===== config.mk =====
export PLATFORM = sky130hd
export DESIGN_NAME = dcdc_clock_config
export DESIGN_NICKNAME = d
export VERILOG_FILES = /design/src/core/dcdc_clock_pkg.sv /design/src/core/conv_clock_if.sv /design/src/core/conv_clock_div.sv /design/src/core/dcdc_clock_config.sv
export SDC_FILE = /design/constraint.sdc
export NUM_CORES = 1
export LEC_CHECK = 0
export ABC_AREA = 1
export BUFFER_PORTS_ARGS = -buffer_cell sky130_fd_sc_hd__buf_2
export CAP_MARGIN = 20
export CELL_PAD_IN_SITES_DETAIL_PLACEMENT = 2
export CELL_PAD_IN_SITES_GLOBAL_PLACEMENT = 2
export CORE_MARGIN = 2
export CORE_UTILIZATION = 32
export CTS_CLUSTER_DIAMETER = 120
export CTS_CLUSTER_SIZE = 14
export DETAILED_ROUTE_END_ITERATION = 6
export PLACE_DENSITY = 0.84
export SYNTH_ARGS = -nofsm -noshare
export SYNTH_HDL_FRONTEND = slang
export SYNTH_SLANG_ARGS = --single-unit

===== constraint.sdc =====
create_clock -name core_clk -period 1.9 [get_ports core_clk]
set_input_delay 0.38 -clock core_clk [delete_from_list [all_inputs] [get_ports core_clk]]
set_output_delay 0.38 -clock core_clk [all_outputs]
set_load 0.01 [all_outputs]

===== src/core/dcdc_clock_pkg.sv =====
package dcdc_clock_pkg;

	// ----------------------------------------------------------------
	// register map
	// ----------------------------------------------------------------
	localparam logic [7:0] CONVERTER_CONFIG_ADDR  = 8'h96;
	localparam logic [7:0] CONVERTER_CONFIG_RESET = 8'h00;
	localparam logic [7:0] READ_UNMAPPED          = 8'h00;

	// ----------------------------------------------------------------
	// field positions of converter_config_reg
	// ----------------------------------------------------------------
	localparam int LOW_POWER_ENABLE_BIT     = 7;
	localparam int CONV_CLOCK_DIVIDER_HI    = 6;
	localparam int CONV_CLOCK_DIVIDER_LO    = 5;
	localparam int ADC_CLOCK_POLARITY_BIT   = 4;
	localparam int CONV_CLOCK_INVERT_BIT    = 3;
	localparam int PEAK_CURRENT_SELECT_BIT  = 2;
	localparam int SLEEP_SUPPLY_CONNECT_BIT = 1;
	localparam int CONV_CLOCK_SOURCE_BIT    = 0;

	// ----------------------------------------------------------------
	// encodings
	// ----------------------------------------------------------------
	localparam logic       SOURCE_LOCAL_OSC = 1'b0;
	localparam logic       SOURCE_SYSTEM    = 1'b1;
	localparam logic [1:0] DIVIDE_BY_1      = 2'h0;
	localparam logic [1:0] DIVIDE_BY_2      = 2'h1;
	localparam logic [1:0] DIVIDE_BY_4      = 2'h2;
	localparam logic [1:0] DIVIDE_BY_8      = 2'h3;

	// ----------------------------------------------------------------
	// timing
	// ----------------------------------------------------------------
	// low time forced on the converter clock across a reconfiguration;
	// covers one low half period at the slowest divider
	localparam int         PARK_CYCLES    = 8;
	localparam int         PARK_CNT_W     = 4;
	localparam int         DIV_CNT_W      = 3;

endpackage : dcdc_clock_pkg


===== src/core/conv_clock_if.sv =====
`timescale 1ns/1ns
interface conv_clock_if;
	logic [1:0] div_code;
	logic       restart;
	logic       phase;

	modport ctrl (
		output div_code,
		output restart,
		input  phase
	);

	modport gen (
		input  div_code,
		input  restart,
		output phase
	);
endinterface : conv_clock_if


===== src/core/conv_clock_div.sv =====
`timescale 1ns/1ns
module conv_clock_div
	import dcdc_clock_pkg::*;
(
	input  wire logic core_clk,
	input  wire logic srst,
	conv_clock_if.gen div_if
);

	typedef struct packed {
		logic [DIV_CNT_W-1:0] cnt;
		logic                 phase;
	} div_state_s;

	div_state_s st;
	div_state_s next_st;
	logic [DIV_CNT_W-1:0] last_count;
	logic                 wrap;

	// ----------------------------------------------------------------
	// divider: phase toggles every 2^div_code cycles
	// ----------------------------------------------------------------
	always_comb begin
		last_count = DIV_CNT_W'((1 << div_if.div_code) - 1);
		wrap       = (st.cnt >= last_count);
		next_st    = st;
		if (div_if.restart) begin
			// restart lands on the start of a low half period
			next_st.cnt   = '0;
			next_st.phase = 1'b0;
		end else if (wrap) begin
			next_st.cnt   = '0;
			next_st.phase = ~st.phase;
		end else begin
			next_st.cnt = st.cnt + DIV_CNT_W'(1);
		end
	end

	always_ff @(posedge core_clk) begin
		if (srst) begin
			st <= '0;
		end else begin
			st <= next_st;
		end
	end

	assign div_if.phase    = st.phase;

endmodule : conv_clock_div


===== src/core/dcdc_clock_config.sv =====
// Operation
// - converter clocked from local oscillator when source bit 0, system clock when 1
// - system clock divided by 2, 4, 8 or 16 per divider field (half period of 1, 2, 4 or 8 cycles)
// - divider field has no effect while local oscillator is the source
// - invert bit 1 inverts the divided system clock at the divider output, 0 leaves it uninverted
// - with sync on, polarity bit 0 inverts ADC clock, 1 passes it
// - ADC polarity bit ignored while converter sync control bit is zero
// - low-power bit 1 enters converter low-power mode, 0 leaves it
// - sleep with converter on: bit 0 ties supply to battery, 1 floats
// - current-limit select bit picks one of two peak current thresholds
`timescale 1ns/1ns
module dcdc_clock_config
	import dcdc_clock_pkg::*;
(
	input  wire logic       core_clk,
	input  wire logic       srst,
	input  wire logic [7:0] sfr_addr,
	input  wire logic       sfr_wr,
	input  wire logic [7:0] sfr_wdata,
	input  wire logic       sfr_rd,
	output logic      [7:0] sfr_rdata,
	input  wire logic       local_osc_clk,
	input  wire logic       conv_sync_enable,
	input  wire logic       sleep_mode,
	input  wire logic       conv_enable,
	output logic            conv_clk,
	output logic            adc_sar_clk,
	output logic            conv_clk_busy,
	output logic            low_power_enable,
	output logic            peak_current_select,
	output logic            supply_to_battery,
	output logic            supply_floating
);

	// ----------------------------------------------------------------
	// types
	// ----------------------------------------------------------------
	// one-hot; any stray code falls to the default branch and reruns
	typedef enum logic [2:0] {
		CLK_RUN   = 3'b001,
		CLK_DRAIN = 3'b010,
		CLK_PARK  = 3'b100
	} clk_fsm_e;

	typedef struct packed {
		logic [7:0]            config_reg;
		logic [7:0]            rdata;
		clk_fsm_e              fsm;
		logic                  act_source;
		logic [1:0]            act_divider;
		logic                  act_invert;
		logic [PARK_CNT_W-1:0] park_cnt;
		logic                  conv_clk;
		logic                  adc_clk;
		logic                  busy;
		logic                  low_power;
		logic                  peak_sel;
		logic                  to_battery;
		logic                  floating;
	} state_s;

	state_s st;
	state_s next_st;

	conv_clock_if div_if ();

	conv_clock_div u_div (
		.core_clk (core_clk),
		.srst     (srst),
		.div_if   (div_if)
	);

	// ----------------------------------------------------------------
	// helpers
	// ----------------------------------------------------------------
	function automatic logic clk_level(
		input logic source,
		input logic invert,
		input logic phase,
		input logic osc
	);
		logic sys_level;
		sys_level = phase ^ invert;
		clk_level = (source == SOURCE_SYSTEM) ? sys_level : osc;
	endfunction : clk_level

	logic       req_source;
	logic [1:0] req_divider;
	logic       req_invert;
	logic       cfg_change;
	logic       cur_level;
	logic       new_level;
	logic       conv_next;
	logic       reg_hit;

	always_comb begin
		req_source  = st.config_reg[CONV_CLOCK_SOURCE_BIT];
		req_divider = st.config_reg[CONV_CLOCK_DIVIDER_HI:CONV_CLOCK_DIVIDER_LO];
		req_invert  = st.config_reg[CONV_CLOCK_INVERT_BIT];
		// divider and inversion only matter for the system clock path
		cfg_change  = (req_source != st.act_source)
			|| ((req_source == SOURCE_SYSTEM)
			&& ((req_divider != st.act_divider)
			|| (req_invert != st.act_invert)));
		reg_hit     = (sfr_addr == CONVERTER_CONFIG_ADDR);
		cur_level   = clk_level(st.act_source, st.act_invert,
			div_if.phase, local_osc_clk);
		new_level   = clk_level(req_source, req_invert,
			div_if.phase, local_osc_clk);
	end

	// ----------------------------------------------------------------
	// divider control
	// ----------------------------------------------------------------
	assign div_if.div_code = st.act_divider;
	// restart only once the old clock is low, so no high phase is cut short
	assign div_if.restart  = (st.fsm == CLK_DRAIN) && !cur_level;

	// ----------------------------------------------------------------
	// next state
	// ----------------------------------------------------------------
	always_comb begin
		next_st   = st;
		conv_next = st.conv_clk;

		// register access
		if (sfr_wr && reg_hit) begin
			next_st.config_reg = sfr_wdata;
		end
		// read and write in one cycle returns the old value
		if (sfr_rd) begin
			next_st.rdata = reg_hit ? st.config_reg : READ_UNMAPPED;
		end

		// converter clock switch sequencer
		case (st.fsm)
			CLK_RUN: begin
				conv_next = cur_level;
				if (cfg_change) begin
					next_st.fsm = CLK_DRAIN;
				end
			end
			CLK_DRAIN: begin
				// wait for the old clock to be low, then freeze it there
				conv_next = cur_level;
				if (!cur_level) begin
					conv_next           = 1'b0;
					next_st.act_source  = req_source;
					next_st.act_invert  = req_invert;
					if (req_source == SOURCE_SYSTEM) begin
						next_st.act_divider = req_divider;
					end
					next_st.park_cnt    = PARK_CNT_W'(PARK_CYCLES - 1);
					next_st.fsm         = CLK_PARK;
				end
			end
			CLK_PARK: begin
				// hold low a full half period; release only while the new
				// clock is itself low so its first high is whole
				conv_next = 1'b0;
				if (st.park_cnt != '0) begin
					next_st.park_cnt = st.park_cnt - PARK_CNT_W'(1);
				end else if (!cur_level) begin
					next_st.fsm = CLK_RUN;
				end
			end
			default: begin
				conv_next   = 1'b0;
				next_st.fsm = CLK_RUN;
			end
		endcase
		next_st.conv_clk = conv_next;
		// busy follows the next state so it rises with the drain request
		next_st.busy     = (next_st.fsm != CLK_RUN);

		// sampling clock follows the converter clock, aligned to it
		// taken from conv_next so both clocks leave the same flop edge
		if (conv_sync_enable) begin
			next_st.adc_clk = st.config_reg[ADC_CLOCK_POLARITY_BIT]
				? conv_next : ~conv_next;
		end else begin
			next_st.adc_clk = 1'b0;
		end

		// analog control levels
		// levels only; the analog side owns the thresholds and switches
		next_st.low_power  = st.config_reg[LOW_POWER_ENABLE_BIT];
		next_st.peak_sel   = st.config_reg[PEAK_CURRENT_SELECT_BIT];
		next_st.to_battery = sleep_mode && conv_enable
			&& !st.config_reg[SLEEP_SUPPLY_CONNECT_BIT];
		next_st.floating   = sleep_mode && conv_enable
			&& st.config_reg[SLEEP_SUPPLY_CONNECT_BIT];
	end

	// ----------------------------------------------------------------
	// state register
	// ----------------------------------------------------------------
	always_ff @(posedge core_clk) begin
		if (srst) begin
			// a switch in flight is abandoned; the oscillator path restarts
			st            <= '0;
			st.config_reg <= CONVERTER_CONFIG_RESET;
			st.rdata      <= READ_UNMAPPED;
			st.fsm        <= CLK_RUN;
			st.act_source <= SOURCE_LOCAL_OSC;
			st.act_divider <= DIVIDE_BY_1;
		end else begin
			st <= next_st;
		end
	end

	// ----------------------------------------------------------------
	// outputs
	// ----------------------------------------------------------------
	assign sfr_rdata           = st.rdata;
	assign conv_clk            = st.conv_clk;
	assign adc_sar_clk         = st.adc_clk;
	assign conv_clk_busy       = st.busy;
	assign low_power_enable    = st.low_power;
	assign peak_current_select = st.peak_sel;
	assign supply_to_battery   = st.to_battery;
	assign supply_floating     = st.floating;

endmodule : dcdc_clock_config


After elaboration in Yosys (flattened, before gate mapping)
Cells that the tools add are included.

word-level totals
  bits of input ports = 24
  register bits after elaboration = 38
  output and inout port bits = 15
  word-level logic and storage cells = 67

cells by class
  bitwise logic cells = 5
  add/sub/neg operators = 3
  reduce and logical (&&, ||, !) cells = 18
  multiplexer cells = 13
  equality and inequality tests = 10
  shift-type cells = 1
  order comparisons = 1

operator list
  operator                                                                  count
  11-bit 2-to-1 mux                                                         1
  3-bit 2-to-1 mux                                                          3
  3-bit one-hot mux with 3 select lines                                     1
  8-bit equality test (second input constant)                               1
  8-bit 2-to-1 mux                                                          1
  4-bit one-hot mux with 2 select lines                                     1
  1-bit logical AND                                                         6
  3-bit AND reduction                                                       2
  4-bit 2-to-1 mux                                                          1
  2-bit inequality test (second input constant)                             2
  1-bit NOT                                                                 4
  4-bit nonzero test                                                        1
  2-bit OR reduction                                                        2
  4-bit by 1-bit subtractor with 4-bit output (second input constant)       1
  3-bit by 1-bit adder with 3-bit output (second input constant)            1
  3-bit by 1-bit equality test with 1-bit output (second input constant)    1
  3-bit by 2-bit equality test with 1-bit output (second input constant)    1
  3-bit equality test (second input constant)                               1
  3-bit >= comparator                                                       1
  1-bit 2-to-1 mux                                                          3
  3-bit by 1-bit inequality test with 1-bit output (second input constant)  1
  3-bit OR reduction                                                        1
  1-bit by 2-bit left shift with 3-bit output (first input constant)        1
  3-bit by 2-bit subtractor with 3-bit output (second input constant)       1
  9 further kinds                                                           12

Logic depth before layout (Yosys ltp)
Gate-level depths: netlist of the first run.

  depth after elaboration = 7
  depth in mapped cells = 9
  gate-level depth less buffers = 9

Hierarchy
From an unflattened synthesis of the first run, not the netlist that was laid out.

second synthesis, totals
  cell total of the unflattened synthesis = 257
  area, all modules = 1840.5 um^2

modules (own cells, without submodules)
  module             instances  cells an instance  area each (um^2)  sequential area each (um^2)
  dcdc_clock_config  1          227                1611.5            680.7
  conv_clock_div     1          30                 229.0             80.1

Worst setup path before layout of the first run
Ideal clock, no wire load.

  kind = flip-flop to flip-flop
  from = reg st, in the netlist div_if.div_code[1]
  to = reg u_div.st[1] (netlist bit)
  path buffers = 0
  setup time = 0.065 ns
  clock period less this slack = 1.207 ns
  stages on the path, launching flop included = 8
  data arrival time = 1.142 ns
  slack = 0.693 ns
  cells stage by stage = dfxtp_1 nand2_1 ha_1 a21oi_1 nand3_1 inv_1 nand3_1 nor2_1

between the ends
  word-level cells in the longest chain between the ends = 4

RTL lines
  what                                         line                      RTL
  start: declaration                           dcdc_clock_config.sv:62   state_s st;
  start signal: assignment                     dcdc_clock_config.sv:208  st <= next_st;
  1-bit by 2-bit left shift with 3-bit output  conv_clock_div.sv:24      last_count = DIV_CNT_W'((1 << div_if.div_code) - 1);
  3-bit by 2-bit subtractor with 3-bit output  conv_clock_div.sv:24
  3-bit >= comparator                          conv_clock_div.sv:25      wrap = (st.cnt >= last_count);
  3-bit OR reduction (no line)                 n/a
  end signal: assignment                       conv_clock_div.sv:43      st <= next_st;
  end: declaration                             conv_clock_div.sv:15      div_state_s st;

Every way passes these cells.
A chain may end at the register's enable or synchronous reset.

Worst setup path after layout of the first run
  from = reg st, in the netlist div_if.div_code[0]
  to = reg u_div.st[1] (netlist bit)

The elaborated chain is that of the path after synthesis.

==> key figures, run 1 <==
Yosys
  – Syn Std Cell Area: 1830 sq um
  – Synth Instances: 254
  – Post-Synth Adder-Cell Area: 0.0410
  – XOR/XNOR Fraction of Synth Area: 0.00956
  – Yosys cell types: 26
  – Warnings, synthesis: 0
  – Synth Area in Simple Gates: 0.334
  – Post-synthesis compound-gate area fraction: 0.0765
  – Synth Register Bits: 38
  – Avg Cell Area, Syn: 7.22 sq um
  – Register area share after synthesis: 0.415
  – Mux cell area share after synthesis: 0
  – Syn nets: ~280
  – Largest family of logic cells by synthesized area: simple AND/OR/NAND/NOR gates

Final layout
  – Fin cells: 362
  – Nets@finish: 319
  – Final Instance Area: 2150 sq um
  – Layout cell share with drive strength beyond 1: 0.210
  – Most common cell after layout, fill and taps aside: nand2_1
  – Layout Area Growth over Synthesis: 17.1%
  – Most frequent cells in the layout: nand2_1 (67), dfxtp_1 (38), buf_2 (38)
  – Antenna cell count: 0
  – Fill cells: ~670

Global routing
  – Initial antenna violation count: 0
  – Vias in the first global route: 1862
  – Total congestion overflow: 0
  – Largest net degree at the start of global routing: 18
  – GRT Util Overall: 0.175
  – First-pass GRT wire length: 8630 um
  – Met2 usage: 0.315
  – Grt met1 use: 0.211
  – Gr busiest metal: met2
  – Met3 Usage GRT: 0.0339

Timing
  – Max frequency: 709 MHz
  – Unrepaired setup endpoints after global routing: false
  – Setup violators final: 0
  – Final Skew: roughly 7.7 ps
  – Slew HR: 0.781
  – Worst hold margin: 331 ps
  – Period utilisation layout: 0.742
  – Worst Slack Setup Final: between 400 and 500 ps
  – Worst-Margin Slew: 325 ps
  – Min Tclk post-route: 1410 ps
  – Setup Total Neg Slack: 0 ps
  – Final hold viol count: 0
  – Slew Limit Fails: 0

Setup path
  – RR Startpoint: div_if.div_code[0]
  – CP endpoint: u_div.st[1]
  – Setup slack, reg-to-reg: about 500 ps
  – Reg2Reg Depth: 7
  – Critical R2R Capture: u_div.st[1]
  – Crit Path Max Fanout: 3
  – Crit-path slowest cell: dfxtp_1
  – Worst Setup Start Kind: flop
  – Worst EP required: 2130 ps
  – Critical Path AT: 1640 ps
  – CP Launch Point: div_if.div_code[0]
  – Cells along the critical path: nand2_1, ha_1, a21oi_1, nand3_1, inv_1, nand3_1, nor2_1
  – CP max stage delay: 370 ps
  – Setup CP Type: reg -> reg
  – Top cell by count, worst path: nand3_1
  – Crit. End Element: flop

Floorplanning
  – Die Ht: ~80 um
  – Die Area: 6350 sq um
  – Cell row count: 27
  – Starting Density: 0.333
  – Area of the core: about 5500 sq um
  – Die W: 79.7 um
  – Ports: 39

CTS
  – TritonCTS Buffers: 5
  – CTS resizes: 0
  – Hold_buf cts: 0
  – Worst skew pair latency: 290 ps
  – Root Buffer: clkbuf_8
  – H-tree levels: 2
  – Clk buf depth: 2
  – Setup bufs post-CTS: 0
  – CTS sink cnt: 38
  – CTS tree: built
  – Clk pin slew, worst setup/hold paths: 80 ps

Outcome
  – Status: complete, no violations

Placement
  – Post-DP HPWL: a little under 4000 um
  – Placed Area: 2050 sq um
  – I/O Buffers: 38
  – Post-Place Cells: roughly 350
  – Place WS: 425 ps
  – RD Place Congestion: 0.737

Job
  – Max-cap violations: 0

Drt
  – DR WL/cell: 13.6 um
  – DR vias: approximately 1700
  – Drt total wl: 4940 um
  – Post-route DRC: 0
  – Drt first pass iters: 4
  – DRT iter0 DRCs: 62
  – Number of vias per cell: 4.63
  – Post-route ant nets: 0

Power
  – Cell Pwr Density: 685 nW/um^2
  – Peak VDD IR: 0.225 mV
  – Static Leak: between 0.001 and 0.0015 uW

Min path
  – HP Class: in -> reg
[state kept, by name (all words and copies together) (netlist names)]
name,count
adc_sar_clk,1
conv_clk,1
conv_clk_busy,1
div_if.div_code,2
low_power_enable,1
next_st,2
peak_current_select,1
req_divider,2
req_invert,1
req_source,1
sfr_rdata,8
st,11
supply_floating,1
supply_to_battery,1
u_div.div_if.phase,1
u_div.st,3
[synthesized netlist by cell type]
master,instances,area [sq um]
a21oi_1,24,120
inv_1,37,139
inv_2,2,7.51
clkbuf_1,1,3.75
nand2_4,3,33.8
o21ai_0,4,20.0
nor4_1,2,12.5
dfxtp_1,38,761
or2_4,1,8.76
buf_1,1,3.75
nand2_2,1,6.26
nor2_4,1,11.3
or2_2,1,6.26
clkinv_1,1,3.75
nand2_1,67,251
buf_2,2,10.0
nand3_1,21,105
nand3b_1,3,22.5
ha_1,6,75.1
nand3_4,2,35.0
nand3_2,1,10.0
nor3_4,1,16.3
nor3_1,2,10.0
buf_4,8,60.1
nor2_1,22,82.6
xnor2_1,2,17.5
[through the flow]
stage / power (uW) / util
after floorplan: 866 / -
after global placement: 904 / 0.372
after detailed placement: 907 / 0.372
after CTS: 1490 / 0.390
after global routing: 1540 / 0.390
final: 1470 / 0.390
[area by class of cell]
| cell class | count | area (sq um) | area share |
|---|---|---|---|
| Multi-Input combinational cell | 164 | 845 | 0.394 |
| Sequential cell | 38 | 761 | 0.355 |
| Timing Repair Buffer | 40 | 205 | 0.0956 |
| Inverter | 40 | 150 | 0.0700 |
| Tap cell | 72 | 90.1 | 0.0420 |
| Clock buffer | 6 | 82.6 | 0.0385 |
| Clock inverter | 2 | 12.5 | 0.00583 |
[worst max-delay path, delay by kind of cell (launching register included)]
kind / cells / cell delay [ps]
simple gates: 4 / 410
flops: 1 / 370
fa+ha+maj: 1 / 320
compound gates: 1 / 160
buf+inv: 1 / 90
[kinds of logic (layout without fill, tap and decap cells)]
group / after synthesis / in the layout
compound gates: 28 / 28
xor+xnor: 2 / 2
fa+ha+maj: 6 / 6
buf+inv: 52 / 88
flops: 38 / 38
simple gates: 128 / 128
[report_power, final]
group          leakage [uW]  switching (uW)  internal, uW  total (uW)
clock             0.0000472             292           292         584
combinational      0.000665            49.0          34.5        83.5
sequential         0.000307            2.87           801         804
[worst min-delay path by stage]
stage	slack, ps	end	start	cells past startpoint
2_1_floorplan	420	u_div.st[1]	u_div.st[1]	1
3_3_place_gp	440	u_div.st[1]	u_div.st[1]	1
3_5_place_dp	460	sfr_rdata[2]	sfr_rdata[2]	2
4_1_cts	330	adc_sar_clk	conv_sync_enable	3
5_1_grt	340	supply_to_battery	sleep_mode	3
6_report	330	supply_to_battery	sleep_mode	3
[metal layers]
layer / part of all wire / wire (um)
met2: 0.51 / 2510
met3: 0.029 / 142
met1: 0.45 / 2230
met5: 0 / 0
met4: 0.011 / 52
Power figures use the tool's default switching activity.
==> run 2, diff against run 1 <==
Settings changed: CORE_UTILIZATION 32 to 29, PLACE_DENSITY 0.84 to 0.77.
Clock period 1.9 ns to 1.3 ns, I/O delays scaled along.
==> key figures, run 2 (synthesized netlist as in run 1, its figures left out) <==
Drt
  – Number of vias per cell: 4.54 (-1.9%)
  – Post-route ant nets: 0 (unchanged)
  – Drt total wl: 5160 um (+4.6%)
  – DRT iter0 DRCs: 22 (-65%)
  – DR vias: 1679 (+0.24%)
  – Post-route DRC: 0 (unchanged)
  – Drt first pass iters: 4 (unchanged)
  – DR WL/cell: 14.0 um (+2.3%)

Final layout
  – Most common cell after layout, fill and taps aside: nand2_1
  – Top reg by flops: st
  – Fin cells: 370 (+2.2%)
  – Layout Area Growth over Synthesis: 28.1%
  – Max FFs per register: 11 (unchanged)
  – Nets@finish: 324 (+1.6%)
  – Layout cell share with drive strength beyond 1: 0.353 (+0.142)
  – Fill cells: 737 (+11%)
  – Layout Utilization: 0.390 (about the same)
  – Most frequent cells in the layout: nand2_1 (60), buf_2 (38), inv_1 (31)
  – Antenna cell count: 0 (unchanged)

Placement
  – RD Place Congestion: 0.769 (+4.3%)
  – Post-Place Cells: 359 (+1.4%)
  – Place WS: -68.6 ps (-494 ps)
  – I/O Buffers: 38 (unchanged)
  – Post-DP HPWL: 3800 um (-2.0%)

Power
  – Static Leak: 0.00109 uW (+6.8%)
  – Cell Pwr Density: 1000 nW/um^2 (+46%)
  – Peak VDD IR: 0.379 mV (+69%)

Floorplanning
  – Cell row count: 28 (+3.7%)
  – Area of the core: 6030 sq um (+9.4%)
  – Die W: 83.5 um (+4.8%)
  – Ports: 39 (unchanged)
  – Die Ht: 83.5 um (+4.8%)
  – Starting Density: 0.304 (-0.0287)
  – Die Area: 6970 sq um (+9.8%)

CTS
  – Clk buf depth: 2 (unchanged)
  – H-tree levels: 2 (unchanged)
  – CTS tree: built
  – Worst skew pair latency: 300 ps (about the same)
  – TritonCTS Buffers: 5 (unchanged)
  – Root Buffer: clkbuf_8
  – Clk pin slew, worst setup/hold paths: 80 ps (about the same)
  – CTS sink cnt: 38 (unchanged)

Setup path
  – Worst Setup Start Kind: flop
  – Crit Path Max Fanout: 3 (unchanged)
  – Setup CP Type: reg -> reg
  – Worst EP required: 1530 ps (-600 ps)
  – Reg2Reg Depth: 7 (unchanged)
  – Crit. End Element: flop
  – Critical Path AT: 1510 ps (-130 ps)

Global routing
  – Total congestion overflow: 0 (unchanged)
  – GRT Util Overall: 0.154 (-0.0209)
  – First-pass GRT wire length: 8560 um (-0.80%)
  – Initial antenna violation count: 0 (unchanged)
  – Vias in the first global route: 1766 (-5.2%)
  – Largest net degree at the start of global routing: 17 (-1)

Timing
  – Period utilisation layout: 0.988 (+0.246)
  – Final hold viol count: 0 (unchanged)
  – Min Tclk post-route: 1280 ps (-126 ps)
  – Max frequency: 778 MHz (+9.8%)
  – Slew HR: 0.784 (+0.00323)
  – Worst-Margin Slew: 324 ps (-1.85 ps)
  – Worst Slack Setup Final: 15.2 ps (-474 ps)
  – Final Skew: 4.39 ps (-3.30 ps)
  – Unrepaired setup endpoints after global routing: true
  – Slew Limit Fails: 0 (unchanged)
  – Setup violators final: 0 (unchanged)
  – Setup Total Neg Slack: 0 ps (unchanged)

Job
  – Max-cap violations: 0 (unchanged)

Outcome
  – Status: complete, no violations

Min path
  – WHS Path Cells: 3 (unchanged)
  – HP Class: in -> reg
-- run 2: cell type report --
cell class	instances	area (sq um)	share of cell area
Timing Repair Buffer	45	255	0.109
Inverter	40	153	0.0650
Sequential cell	38	779	0.332
Multi-Input combinational cell	164	952	0.406
Clock inverter	3	45.0	0.0192
Clock buffer	5	68.8	0.0293
Tap cell	75	93.8	0.0400
-- run 2: through the flow --
stage | power, uW | hold slack, ps | instance area [sq um]
after floorplan | 1270 | 396 | 1830
after global placement | 1330 | 431 | 2080
after detailed placement | 1330 | 448 | 2080
after CTS | 2380 | 194 | 2220
after global routing | 2460 | 195 | 2350
final | 2350 | 201 | 2350
-- run 2: critical path: stages, from the launching register on --
cell,delay (ps)
dfxtp_4,380
nand2_4,60
ha_4,250
a21oi_2,140
nand3_2,110
inv_2,100
nand2_2,60
a21oi_2,120
-- run 2: repair_timing --
action,CTS,global route
setup endpoints to repair,4,14
resized for setup,9,35
pin swaps,0,15
buffers inserted,0,3
hold buffers,0,0
-- run 2: power by group --
part | internal [uW] | switching, uW
Combinational | 55.5 | 75.5
Clock | 571 | 473
Sequential | 1170 | 4.34
Total | 1790 | 553
-- run 2: per-layer routing --
layer	GRT usage	wire, um	part of all wire	vias up
met5	0	0	0	-
met4	0.0396	27	0.0052	0
met3	0.0386	133	0.026	2
met2	0.264	2650	0.51	18
met1	0.193	2350	0.45	797
li1	-	-	-	862
-- run 2: path summary, 6_finish.rpt --
kind	start	to	slack (ps)
max reg2reg	div_if.div_code[0]	u_div.div_if.phase	20
min	sleep_mode	supply_to_battery	200
min reg2reg	u_div.st[1]	u_div.st[1]	460
max	div_if.div_code[0]	u_div.div_if.phase	20
